===== config.mk =====
export PLATFORM = sky130hd
export DESIGN_NAME = acs_top
export DESIGN_NICKNAME = d
export VERILOG_FILES = /design/src/common/acs_pkg.sv /design/src/common/acs_req_if.sv /design/src/rtl/acs_sequencer.sv /design/src/rtl/acs_top.sv
export SDC_FILE = /design/constraint.sdc
export NUM_CORES = 1
export LEC_CHECK = 0
export BUFFER_PORTS_ARGS = -buffer_cell sky130_fd_sc_hd__buf_2
export CAP_MARGIN = 15
export CORE_MARGIN = 10
export CORE_UTILIZATION = 35
export CTS_CLUSTER_SIZE = 16
export DETAILED_ROUTE_END_ITERATION = 6
export SLEW_MARGIN = 20
export SYNTH_ARGS = -nofsm -noshare
export SYNTH_HDL_FRONTEND = slang
export SYNTH_SLANG_ARGS = --single-unit

===== constraint.sdc =====
create_clock -name SYS_CLK -period 2.5 [get_ports SYS_CLK]
set_input_delay 0.5 -clock SYS_CLK [delete_from_list [all_inputs] [get_ports SYS_CLK]]
set_output_delay 0.5 -clock SYS_CLK [all_outputs]
set_load 0.02 [all_outputs]

===== src/common/acs_pkg.sv =====
package acs_pkg;
  localparam int IDX_W = 16;
  localparam int DAT_W = 32;
  localparam int ACT_N = 4;
  // Object dictionary indices
  localparam logic [15:0] IDX_SYNC_ROLE = 16'h2012;
  localparam logic [15:0] IDX_PARAM_MATCH = 16'h2013;
  localparam logic [15:0] IDX_CTRL_ONE = 16'h2268;
  localparam logic [15:0] IDX_CTRL_ONE_MASK = 16'h2269;
  localparam logic [15:0] IDX_CTRL_TWO = 16'h226A;
  localparam logic [15:0] IDX_CTRL_TWO_MASK = 16'h226B;
  localparam logic [15:0] IDX_CAL_TRIG = 16'h6111;
  localparam logic [15:0] IDX_ZERO_TRIG = 16'h6125;
  localparam logic [15:0] IDX_TARE_TRIG = 16'h6139;
  localparam logic [15:0] IDX_MEAS_STATUS = 16'h6150;
  localparam logic [15:0] IDX_PROF_CTRL = 16'h6160;
  localparam logic [15:0] IDX_PROF_MASK = 16'h6161;
  localparam logic [15:0] IDX_LIFE_CNT = 16'h6F20;
  // Trigger constants
  localparam logic [31:0] MAGIC_CAL = 32'h696C6163;
  localparam logic [31:0] MAGIC_ZERO = 32'h7A65726F;
  localparam logic [31:0] MAGIC_TARE = 32'h74617261;
  // Reset values
  localparam logic [7:0] BYTE_RST = 8'h00;
  localparam logic [31:0] WORD_RST = 32'h00000000;
  // First control byte fields
  localparam int C1_ZERO = 0;
  localparam int C1_TARE = 1;
  localparam int C1_CONT = 2;
  localparam int C1_ONCE = 4;
  localparam int C1_STOP = 6;
  localparam logic [7:0] C1_EDGE_BITS = 8'h33;
  localparam logic [7:0] C1_SAVED_BITS = 8'hCC;
  // Second control byte and profile byte fields
  localparam int C2_CAL = 0;
  localparam int C2_ZERO = 1;
  localparam int C2_TARE = 2;
  localparam int C2_SHEET = 7;
  localparam int PR_CAL = 0;
  localparam int PR_ZERO = 1;
  localparam int PR_TARE = 2;
  // Status byte fields
  localparam int ST_INVALID = 0;
  localparam int ST_POS = 1;
  localparam int ST_NEG = 2;
  // Action slots, lowest index runs first
  localparam int ACT_ZERO = 0;
  localparam int ACT_TARE = 1;
  localparam int ACT_CAL = 2;
  localparam int ACT_SHEET = 3;
  typedef enum logic [1:0] {
    CODE_ZERO = 2'h0,
    CODE_TARE = 2'h1,
    CODE_CAL = 2'h2,
    CODE_SHEET = 2'h3
  } acs_code_t;
  typedef enum logic [1:0] {
    SEQ_IDLE = 2'h0,
    SEQ_START = 2'h1,
    SEQ_WAIT = 2'h3
  } acs_seq_t;
endpackage : acs_pkg


===== src/common/acs_req_if.sv =====
`timescale 1ns/10ps
// Action requests from the object logic to the sequencer
interface acs_req_if;
  import acs_pkg::*;
  logic [ACT_N-1:0] req;
  logic done;
  logic busy;
  logic start;
  acs_code_t code;
  modport cmd (output req, output done, input busy, input start, input code);
  modport seq (input req, input done, output busy, output start, output code);
endinterface : acs_req_if


===== src/rtl/acs_sequencer.sv =====
`timescale 1ns/10ps
module acs_sequencer (
  input wire logic clk,
  input wire logic rst_b,
  acs_req_if.seq bus
);
  import acs_pkg::*;

  logic [ACT_N-1:0] pend;
  logic [ACT_N-1:0] grant;
  acs_seq_t state;
  acs_code_t sel;

  // ----------------------------------------
  // Priority pick
  // ----------------------------------------
  // Zeroing before taring before calibration; sheet calibration last
  always_comb begin
    if (pend[ACT_ZERO]) begin
      sel = CODE_ZERO;
    end else if (pend[ACT_TARE]) begin
      sel = CODE_TARE;
    end else if (pend[ACT_CAL]) begin
      sel = CODE_CAL;
    end else begin
      sel = CODE_SHEET; // Alone by contract of the master
    end
  end

  // Pending bit retired when its start pulse goes out
  always_comb begin
    grant = '0;
    if (state == SEQ_START) begin
      grant[bus.code] = 1'b1;
    end
  end

  // Pending requests, a new request wins over retirement
  always_ff @(posedge clk) begin
    if (!rst_b) begin
      pend <= '0;
    end else begin
      pend <= (pend & ~grant) | bus.req;
    end
  end

  // Issue one action and wait for its completion
  always_ff @(posedge clk) begin
    if (!rst_b) begin
      state <= SEQ_IDLE;
      bus.code <= CODE_ZERO;
    end else begin
      case (state)
        SEQ_IDLE: begin
          if (|pend) begin
            bus.code <= sel;
            state <= SEQ_START;
          end
        end
        SEQ_START: state <= SEQ_WAIT;
        SEQ_WAIT: begin
          if (bus.done) begin
            state <= SEQ_IDLE;
          end
        end
        default: state <= SEQ_IDLE;
      endcase
    end
  end

  assign bus.start = (state == SEQ_START);
  assign bus.busy = (state != SEQ_IDLE) || (|pend);
endmodule : acs_sequencer


===== src/rtl/acs_top.sv =====
`timescale 1ns/10ps
module acs_top (
  input wire logic SYS_CLK,
  input wire logic RST_B,
  // Object dictionary access from the protocol engine
  input wire logic [acs_pkg::IDX_W-1:0] OBJ_INDEX,
  input wire logic OBJ_WR,
  input wire logic OBJ_RD,
  input wire logic [acs_pkg::DAT_W-1:0] OBJ_WDATA,
  output logic [acs_pkg::DAT_W-1:0] OBJ_RDATA,
  output logic OBJ_ACK,
  output logic OBJ_ERR,
  // Measurement condition inputs from the amplifier core
  input wire logic OVERLOAD_POS,
  input wire logic OVERLOAD_NEG,
  input wire logic GROSS_ABOVE_LIMIT,
  input wire logic GROSS_BELOW_LIMIT,
  input wire logic WIRING_FAULT,
  input wire logic EXCITATION_UNDEF,
  input wire logic SCALING_ERR,
  input wire logic SHEET_ALWAYS_USE,
  input wire logic SHEET_PRESENT,
  input wire logic PARAMS_DIFFER,
  input wire logic SYNC_MASTER_PIN,
  // Action handshake to the amplifier core
  input wire logic ACTION_DONE,
  output logic ACTION_START,
  output acs_pkg::acs_code_t ACTION_CODE,
  // Peak memory control, bit 0 max, bit 1 min
  output logic [1:0] PEAK_FOLLOW,
  output logic [1:0] PEAK_CLEAR,
  output logic [1:0] PEAK_HOLD,
  // Part of the first control byte kept in the parameter set
  output logic [7:0] SAVED_CTRL_ONE
);
  import acs_pkg::*;

  // ----------------------------------------
  // Declarations
  // ----------------------------------------
  acs_req_if req_bus ();

  logic [7:0] ctrl_one;
  logic [7:0] ctrl_one_mask;
  logic [7:0] ctrl_two;
  logic [7:0] ctrl_two_mask;
  logic [7:0] prof_ctrl;
  logic [7:0] prof_mask;
  logic [7:0] eff_one;
  logic [7:0] eff_two;
  logic [7:0] eff_prof;
  logic [7:0] prev_one;
  logic [7:0] prev_two;
  logic [7:0] prev_prof;
  logic [7:0] rise_one;
  logic [7:0] rise_two;
  logic [7:0] rise_prof;
  logic [7:0] meas_status;
  logic [7:0] life_count;
  logic param_differ;
  logic sync_s1;
  logic sync_s2;
  logic sync_s3;
  logic sync_master;
  logic [1:0] once_pend;
  logic [1:0] once_fire;
  logic [7:0] once_done_bits;
  logic wr_hit_ctrl_one;
  logic trig_cal;
  logic trig_zero;
  logic trig_tare;
  logic idx_known;
  logic idx_readable;
  logic idx_writable;
  logic [7:0] rd_byte;
  logic [ACT_N-1:0] next_req;

  // ----------------------------------------
  // Masked commands and edge detection
  // ----------------------------------------
  // A mask bit of 0 makes the command bit look like 0
  assign eff_one = ctrl_one & ctrl_one_mask;
  assign eff_two = ctrl_two & ctrl_two_mask;
  assign eff_prof = prof_ctrl & prof_mask;
  // Rising edges of the gated command bits
  assign rise_one = eff_one & ~prev_one & C1_EDGE_BITS;
  assign rise_two = eff_two & ~prev_two;
  assign rise_prof = eff_prof & ~prev_prof;

  // Previous gated values for edge detection
  always_ff @(posedge SYS_CLK) begin
    if (!RST_B) begin
      prev_one <= BYTE_RST;
      prev_two <= BYTE_RST;
      prev_prof <= BYTE_RST;
    end else begin
      prev_one <= eff_one;
      prev_two <= eff_two;
      prev_prof <= eff_prof;
    end
  end

  // ----------------------------------------
  // Trigger objects
  // ----------------------------------------
  // Only the exact constant starts an action; others are dropped
  assign trig_cal = OBJ_WR && (OBJ_INDEX == IDX_CAL_TRIG)
                    && (OBJ_WDATA == MAGIC_CAL);
  assign trig_zero = OBJ_WR && (OBJ_INDEX == IDX_ZERO_TRIG)
                     && (OBJ_WDATA == MAGIC_ZERO);
  assign trig_tare = OBJ_WR && (OBJ_INDEX == IDX_TARE_TRIG)
                     && (OBJ_WDATA == MAGIC_TARE);

  // Collect action requests from every source
  always_comb begin
    next_req = '0;
    next_req[ACT_ZERO] = rise_one[C1_ZERO] | rise_two[C2_ZERO] | rise_prof[PR_ZERO]
                         | trig_zero;
    next_req[ACT_TARE] = rise_one[C1_TARE] | rise_two[C2_TARE] | rise_prof[PR_TARE]
                         | trig_tare;
    next_req[ACT_CAL] = rise_two[C2_CAL] | rise_prof[PR_CAL] | trig_cal;
    next_req[ACT_SHEET] = rise_two[C2_SHEET];
  end

  assign req_bus.req = next_req;
  assign req_bus.done = ACTION_DONE;
  assign ACTION_START = req_bus.start;
  assign ACTION_CODE = req_bus.code;

  // ----------------------------------------
  // Action sequencer
  // ----------------------------------------
  acs_sequencer u_seq (
    .clk(SYS_CLK),
    .rst_b(RST_B),
    .bus(req_bus.seq)
  );

  // ----------------------------------------
  // Peak-value memory control
  // ----------------------------------------
  // One channel each for max and min peak memory
  genvar ch;
  generate
    for (ch = 0; ch < 2; ch++) begin : g_peak
      // Continuous clear outranks one-off clear, which outranks stop
      assign once_fire[ch] = once_pend[ch] && !req_bus.busy
                             && !eff_one[C1_CONT + ch];

      // One-off clear waits until no action is pending or running in the sequencer
      always_ff @(posedge SYS_CLK) begin
        if (!RST_B) begin
          once_pend[ch] <= 1'b0;
        end else if (rise_one[C1_ONCE + ch]) begin
          once_pend[ch] <= 1'b1;
        end else if (once_fire[ch] || eff_one[C1_CONT + ch]) begin
          once_pend[ch] <= 1'b0;
        end
      end

      // Registered peak memory controls
      always_ff @(posedge SYS_CLK) begin
        if (!RST_B) begin
          PEAK_FOLLOW[ch] <= 1'b0;
          PEAK_CLEAR[ch] <= 1'b0;
          PEAK_HOLD[ch] <= 1'b0;
        end else begin
          PEAK_FOLLOW[ch] <= eff_one[C1_CONT + ch];
          PEAK_CLEAR[ch] <= once_fire[ch];
          PEAK_HOLD[ch] <= eff_one[C1_STOP + ch] && !eff_one[C1_CONT + ch]
                           && !once_pend[ch];
        end
      end
    end
  endgenerate

  // Clearing a one-off request bit once the clear has been done
  always_comb begin
    once_done_bits = BYTE_RST;
    once_done_bits[C1_ONCE] = once_fire[0];
    once_done_bits[C1_ONCE + 1] = once_fire[1];
  end

  // ----------------------------------------
  // Control registers
  // ----------------------------------------
  assign wr_hit_ctrl_one = OBJ_WR && (OBJ_INDEX == IDX_CTRL_ONE);

  // First control byte; a master write wins over self-clearing
  always_ff @(posedge SYS_CLK) begin
    if (!RST_B) begin
      ctrl_one <= BYTE_RST;
    end else if (wr_hit_ctrl_one) begin
      ctrl_one <= OBJ_WDATA[7:0];
    end else begin
      ctrl_one <= ctrl_one & ~once_done_bits;
    end
  end

  // Mask and second and profile control bytes
  always_ff @(posedge SYS_CLK) begin
    if (!RST_B) begin
      ctrl_one_mask <= BYTE_RST;
      ctrl_two <= BYTE_RST;
      ctrl_two_mask <= BYTE_RST;
      prof_ctrl <= BYTE_RST;
      prof_mask <= BYTE_RST;
    end else if (OBJ_WR) begin
      case (OBJ_INDEX)
        IDX_CTRL_ONE_MASK: ctrl_one_mask <= OBJ_WDATA[7:0];
        IDX_CTRL_TWO: ctrl_two <= OBJ_WDATA[7:0];
        IDX_CTRL_TWO_MASK: ctrl_two_mask <= OBJ_WDATA[7:0];
        IDX_PROF_CTRL: prof_ctrl <= OBJ_WDATA[7:0];
        IDX_PROF_MASK: prof_mask <= OBJ_WDATA[7:0];
        default: ;
      endcase
    end
  end

  // Only the persistent bits go to the parameter set
  always_ff @(posedge SYS_CLK) begin
    if (!RST_B) begin
      SAVED_CTRL_ONE <= BYTE_RST;
    end else begin
      SAVED_CTRL_ONE <= ctrl_one & C1_SAVED_BITS;
    end
  end

  // ----------------------------------------
  // Status objects
  // ----------------------------------------
  // Measured-value status, rebuilt each cycle so bits clear themselves
  always_ff @(posedge SYS_CLK) begin
    if (!RST_B) begin
      meas_status <= BYTE_RST;
    end else begin
      meas_status <= BYTE_RST;
      // Range limits are left out of the invalid bit
      meas_status[ST_INVALID] <= OVERLOAD_POS | OVERLOAD_NEG | WIRING_FAULT
                                 | EXCITATION_UNDEF | SCALING_ERR
                                 | (SHEET_ALWAYS_USE & ~SHEET_PRESENT);
      meas_status[ST_POS] <= OVERLOAD_POS | GROSS_ABOVE_LIMIT;
      meas_status[ST_NEG] <= OVERLOAD_NEG | GROSS_BELOW_LIMIT;
    end
  end

  // Parameter match flag
  always_ff @(posedge SYS_CLK) begin
    if (!RST_B) begin
      param_differ <= 1'b0;
    end else begin
      param_differ <= PARAMS_DIFFER;
    end
  end

  // Synchronisation role pin, taken once two stages agree
  always_ff @(posedge SYS_CLK) begin
    if (!RST_B) begin
      sync_s1 <= 1'b0;
      sync_s2 <= 1'b0;
      sync_s3 <= 1'b0;
      sync_master <= 1'b0;
    end else begin
      sync_s1 <= SYNC_MASTER_PIN;
      sync_s2 <= sync_s1;
      sync_s3 <= sync_s2;
      if (sync_s2 == sync_s3) begin
        sync_master <= sync_s3;
      end
    end
  end

  // Life counter advances on each read of its object
  always_ff @(posedge SYS_CLK) begin
    if (!RST_B) begin
      life_count <= BYTE_RST;
    end else if (OBJ_RD && (OBJ_INDEX == IDX_LIFE_CNT)) begin
      life_count <= life_count + 8'h01;
    end
  end

  // ----------------------------------------
  // Object access answers
  // ----------------------------------------
  // Read multiplexer and access rights per index
  always_comb begin
    rd_byte = BYTE_RST;
    idx_known = 1'b1;
    idx_readable = 1'b1;
    idx_writable = 1'b0;
    case (OBJ_INDEX)
      IDX_SYNC_ROLE: rd_byte = {7'h00, sync_master};
      IDX_PARAM_MATCH: rd_byte = {7'h00, param_differ};
      IDX_CTRL_ONE: begin
        rd_byte = ctrl_one;
        idx_writable = 1'b1;
      end
      IDX_CTRL_ONE_MASK: begin
        rd_byte = ctrl_one_mask;
        idx_writable = 1'b1;
      end
      IDX_CTRL_TWO: begin
        rd_byte = ctrl_two;
        idx_writable = 1'b1;
      end
      IDX_CTRL_TWO_MASK: begin
        rd_byte = ctrl_two_mask;
        idx_writable = 1'b1;
      end
      IDX_PROF_CTRL: begin
        rd_byte = prof_ctrl;
        idx_writable = 1'b1;
      end
      IDX_PROF_MASK: begin
        rd_byte = prof_mask;
        idx_writable = 1'b1;
      end
      IDX_CAL_TRIG, IDX_ZERO_TRIG, IDX_TARE_TRIG: begin
        idx_readable = 1'b0;
        idx_writable = 1'b1;
      end
      IDX_MEAS_STATUS: rd_byte = meas_status;
      IDX_LIFE_CNT: rd_byte = life_count;
      default: begin
        idx_known = 1'b0;
        idx_readable = 1'b0;
      end
    endcase
  end

  // Answer one cycle after each access; refused ones flag an error
  always_ff @(posedge SYS_CLK) begin
    if (!RST_B) begin
      OBJ_ACK <= 1'b0;
      OBJ_ERR <= 1'b0;
      OBJ_RDATA <= WORD_RST;
    end else begin
      OBJ_ACK <= OBJ_RD | OBJ_WR;
      OBJ_ERR <= (OBJ_RD && !idx_readable) || (OBJ_WR && !idx_writable)
                 || ((OBJ_RD || OBJ_WR) && !idx_known);
      if (OBJ_RD && idx_readable) begin
        OBJ_RDATA <= {24'h000000, rd_byte};
      end else begin
        OBJ_RDATA <= WORD_RST;
      end
    end
  end
endmodule : acs_top


==> impl_results.rst <==
.. list-table::
   :header-rows: 1

   * - Metric
     - Value
   * - Worst-path fanout max
     - 4
   * - Critical-path cell with the highest stage delay
     - or4bb_1
   * - Via count
     - a little under 4000
   * - Setup slack on the worst flop-to-flop path
     - about 0.88 ns
   * - Worst setup timing slack at the placement stage
     - -0.0346 ns
   * - Half-perimeter wire length after detailed placement
     - 10500 µm
   * - Highest clock rate
     - 460 MHz
   * - Largest net degree at the start of global routing
     - 35
   * - Synthesized area
     - 4910 µm²
   * - Post-CTS Setup Repair Bufs
     - 0
   * - Fin. Hold Viols
     - 0
   * - Source-to-sink clock delay at the later pin of the worst-skew pair
     - 0.35 ns
   * - Clock Sink Count
     - between 100 and 150
   * - Reg-to-Reg End
     - ctrl_one[4]
   * - Starting density of the core
     - around 36%
   * - Worst clock skew
     - 0.00646 ns
   * - Post-synthesis cell type count
     - between 50 and 60
   * - Setup repair after global routing missed its margin
     - no
   * - Post-route minimum period
     - 2.18 ns
   * - Gate count of the mapped netlist
     - 494
   * - Aggregate global-route resource usage
     - 13.9%
   * - TritonCTS buffer count
     - 9
   * - Proportion of synthesized chip area in sequential cells
     - 42.8%
   * - Max transition margin
     - between 60% and 70%
   * - Die Span Y
     - roughly 140 µm
   * - Clock tree from TritonCTS
     - yes
   * - DRT antenna net count
     - 0
   * - Share of layout cells above drive strength 1
     - 25.6%
   * - Number of cells on the worst hold path
     - 2
   * - Final count of pins violating max slew
     - 0
   * - Boundary Pins
     - 115
   * - Number of enable-type register cells in the synthesized netlist
     - 0
   * - Number of port buffers
     - 86
   * - Most frequently used flop master after synthesis
     - dfxtp_1
   * - Share of synthesized flip-flops with an asynchronous set or reset
     - 0%
   * - DRC marker count from the first detailed-route iteration
     - 250
   * - Leading cell type in the layout, fill and taps excluded
     - dfxtp_1
   * - Register bit count reported by yosys
     - about 110
   * - Total power per unit cell area
     - 570 nW/µm²
   * - Worst Slack Setup Final
     - 0.325 ns
   * - Die area
     - 19200 µm²
   * - Most used cells in the layout excluding fill and tap cells
     - dfxtp_1, buf_2, nor2b_1, mux2i_1, buf_4
   * - Critical Path AT
     - between 2 and 2.5 ns
   * - Total Nets Final
     - 665
   * - Hold WC Path Type
     - in2reg
   * - Mean number of vias per cell
     - ~5.1
   * - Mean cell area of the mapped netlist
     - 9.94 µm²
   * - Maximum number of buffers from clock root to sink
     - 2
   * - Leakage power of the design
     - 2.50 nW
   * - Antenna violations before repair
     - 1
   * - Nature of the critical path endpoint
     - flip-flop
   * - Number of warnings printed during yosys synthesis
     - 0
   * - Total detailed-routing wirelength
     - between 10000 and 15000 µm
   * - Placement Rows
     - 43
   * - Placer Congestion
     - 0.900
   * - Number of hold buffers added after CTS
     - 0
   * - Critical-path cell list
     - buf_2 > or4bb_1 > nor4_2 > nor4b_2 > buf_4 > mux2i_1 > nor2b_1
   * - Critical register-to-register path startpoint
     - u_seq.pend[1]
   * - Router iterations before antenna repair
     - 5
   * - Vias in the first global route
     - 4028
   * - Max IR drop VDD
     - 0.497 mV
   * - Die span in x
     - 138 µm
   * - Fin crit share
     - between 80% and 90%
   * - DRC Markers
     - 0
   * - Data required time of the worst path
     - 2.75 ns
   * - Run status
     - finished, final reports clean
   * - Synthesis-to-layout area growth
     - 20.4%
   * - Clock-pin slew on the worst setup and hold paths
     - 0.07 ns
   * - Max H-tree Level
     - 3
   * - Count of endpoints failing setup in the final report
     - 0
   * - Wire length of the first global-routing pass
     - 21500 µm
   * - Type of origin of the critical path
     - input port
   * - Residual overflow from global routing
     - 0
   * - R2R depth
     - 6
   * - Clock root buffer
     - clkbuf_16
   * - Resize count post-CTS
     - 0
   * - Max-cap violations
     - 0
   * - Post-DR wirelength/cell
     - 17.4 µm
   * - Worst hold margin
     - roughly 0.33 ns
   * - Min-Delay Endpoint
     - u_seq.state[1]
   * - Worst hold path startpoint
     - ACTION_DONE
   * - Worst stage delay on the critical path
     - between 0.5 and 0.6 ns
   * - CORE AREA
     - around 14000 µm²
   * - Transition time of the tightest slew-check pin
     - 0.555 ns
   * - Path type of the worst setup path
     - in2reg
-- through the flow --
stage | cell area (µm²) | std cells | util (%) | total power, mW | TNS (ns)
after floorplan | 5010 | 521 | - | 1.88 | 0
after global placement | 5610 | 769 | 40.5 | 1.96 | -0.00951
after detailed placement | 5610 | 769 | 40.5 | 1.96 | -0.162
after CTS | 5910 | 785 | 42.7 | 3.40 | 0
after global routing | 5910 | 785 | 42.7 | 3.49 | 0
final | 5910 | 786 | 42.8 | 3.37 | 0
-- kinds of logic (layout without fill, tap and decap cells) --
kind of cell / count (synthesis) / in the layout / synth area share [%]
AO/OA/AOI/OAI: 54 / 54 / 7.85
AND/OR/NAND/NOR: 207 / 207 / 26.8
other: 1 / 29 / 0.0764
flip-flops: 105 / 105 / 42.8
adder cells (fa/ha/maj): 1 / 1 / 0.255
buffers and inverters: 62 / 146 / 7.29
multiplexers: 57 / 57 / 13.7
XOR/XNOR: 7 / 7 / 1.25
-- area by class of cell --
cell class | count | area (µm²)
clock buffers | 10 | 229
multi-input cells | 354 | 2560
repair buffers | 119 | 678
clock inverters | 6 | 76.3
flip-flops and latches | 105 | 2100
diodes | 1 | 2.50
inverters | 11 | 41.3
fillers | 1360 | 7910
well taps | 180 | 225
-- synth_stat cells, types with 2 or more instances --
library cell / number / area [µm²]
nor3_1: 7 / 35.0
nor4bb_1: 4 / 40.0
nor4_4: 2 / 42.5
nand3b_1: 3 / 22.5
nor4b_1: 3 / 26.3
inv_1: 11 / 41.3
xnor2_1: 7 / 61.3
nor4_1: 9 / 56.3
or4b_2: 2 / 20.0
clkbuf_1: 16 / 60.1
and2_1: 15 / 93.8
a222oi_1: 6 / 60.1
mux2i_1: 49 / 490
nand2b_1: 6 / 37.5
a21oi_1: 14 / 70.1
and4b_1: 4 / 40.0
mux4_2: 8 / 180
nor2b_1: 49 / 307
o21ai_0: 4 / 20.0
and3_1: 15 / 93.8
nor2_1: 10 / 37.5
or4bb_1: 3 / 33.8
dfxtp_1: 105 / 2100
a22oi_1: 3 / 22.5
or3_1: 4 / 25.0
o22ai_1: 6 / 37.5
nor4_2: 3 / 37.5
buf_4: 31 / 233
and4_1: 3 / 26.3
a31oi_1: 4 / 25.0
nand4_1: 7 / 43.8
o21a_1: 3 / 22.5
buf_1: 2 / 7.51
a21boi_0: 5 / 37.5
nand3_1: 15 / 75.1
nand2_1: 31 / 116
or4_1: 4 / 30.0
o31ai_1: 2 / 15.0
-- registers in the layout (all words and copies together), names as in the netlist, 2 cells and up --
name,cells
OBJ_RDATA,8
PEAK_CLEAR,2
PEAK_HOLD,2
SAVED_CTRL_ONE,4
ctrl_one,8
ctrl_one_mask,8
ctrl_two,8
ctrl_two_mask,8
life_count,8
meas_status,3
once_pend,2
prev_one,6
prev_prof,3
prev_two,4
prof_ctrl,8
prof_mask,8
u_seq.bus.code,2
u_seq.pend,4
u_seq.state,2
-- worst max-delay path by stage --
stage / from / endpoint / slack [ns]
floorplan: OBJ_INDEX[12] / OBJ_RDATA[0] / 0.1
global placement: OBJ_INDEX[12] / OBJ_RDATA[0] / -0.01
detailed placement: OBJ_INDEX[4] / ctrl_one[0] / -0.03
CTS: OBJ_INDEX[4] / ctrl_one[0] / 0.33
global route: OBJ_INDEX[4] / ctrl_one[3] / 0.17
finish: OBJ_INDEX[4] / ctrl_one[0] / 0.32
-- report_power, final --
part           internal, mW  total, mW  switching [mW]
combinational        0.0922      0.241           0.149
clock                 0.793       1.45           0.656
sequential             1.68       1.68         0.00326
-- routing by layer --
layer	wire [µm]	part of all wire (%)	vias up	global-route usage (%)
li1	-	-	1945	-
met1	5970	44	1876	16.8
met3	1030	7.5	16	4.90
met5	0	0	-	0
met4	244	1.8	0	4.44
met2	6410	47	138	22.5
-- critical path: cells and delay by family --
kind	cells	cell delay, ns
and+or+nand+nor	4	1.42
buffers and inverters	2	0.31
muxes	1	0.19
Note: power is estimated with default switching activity, not from simulation.
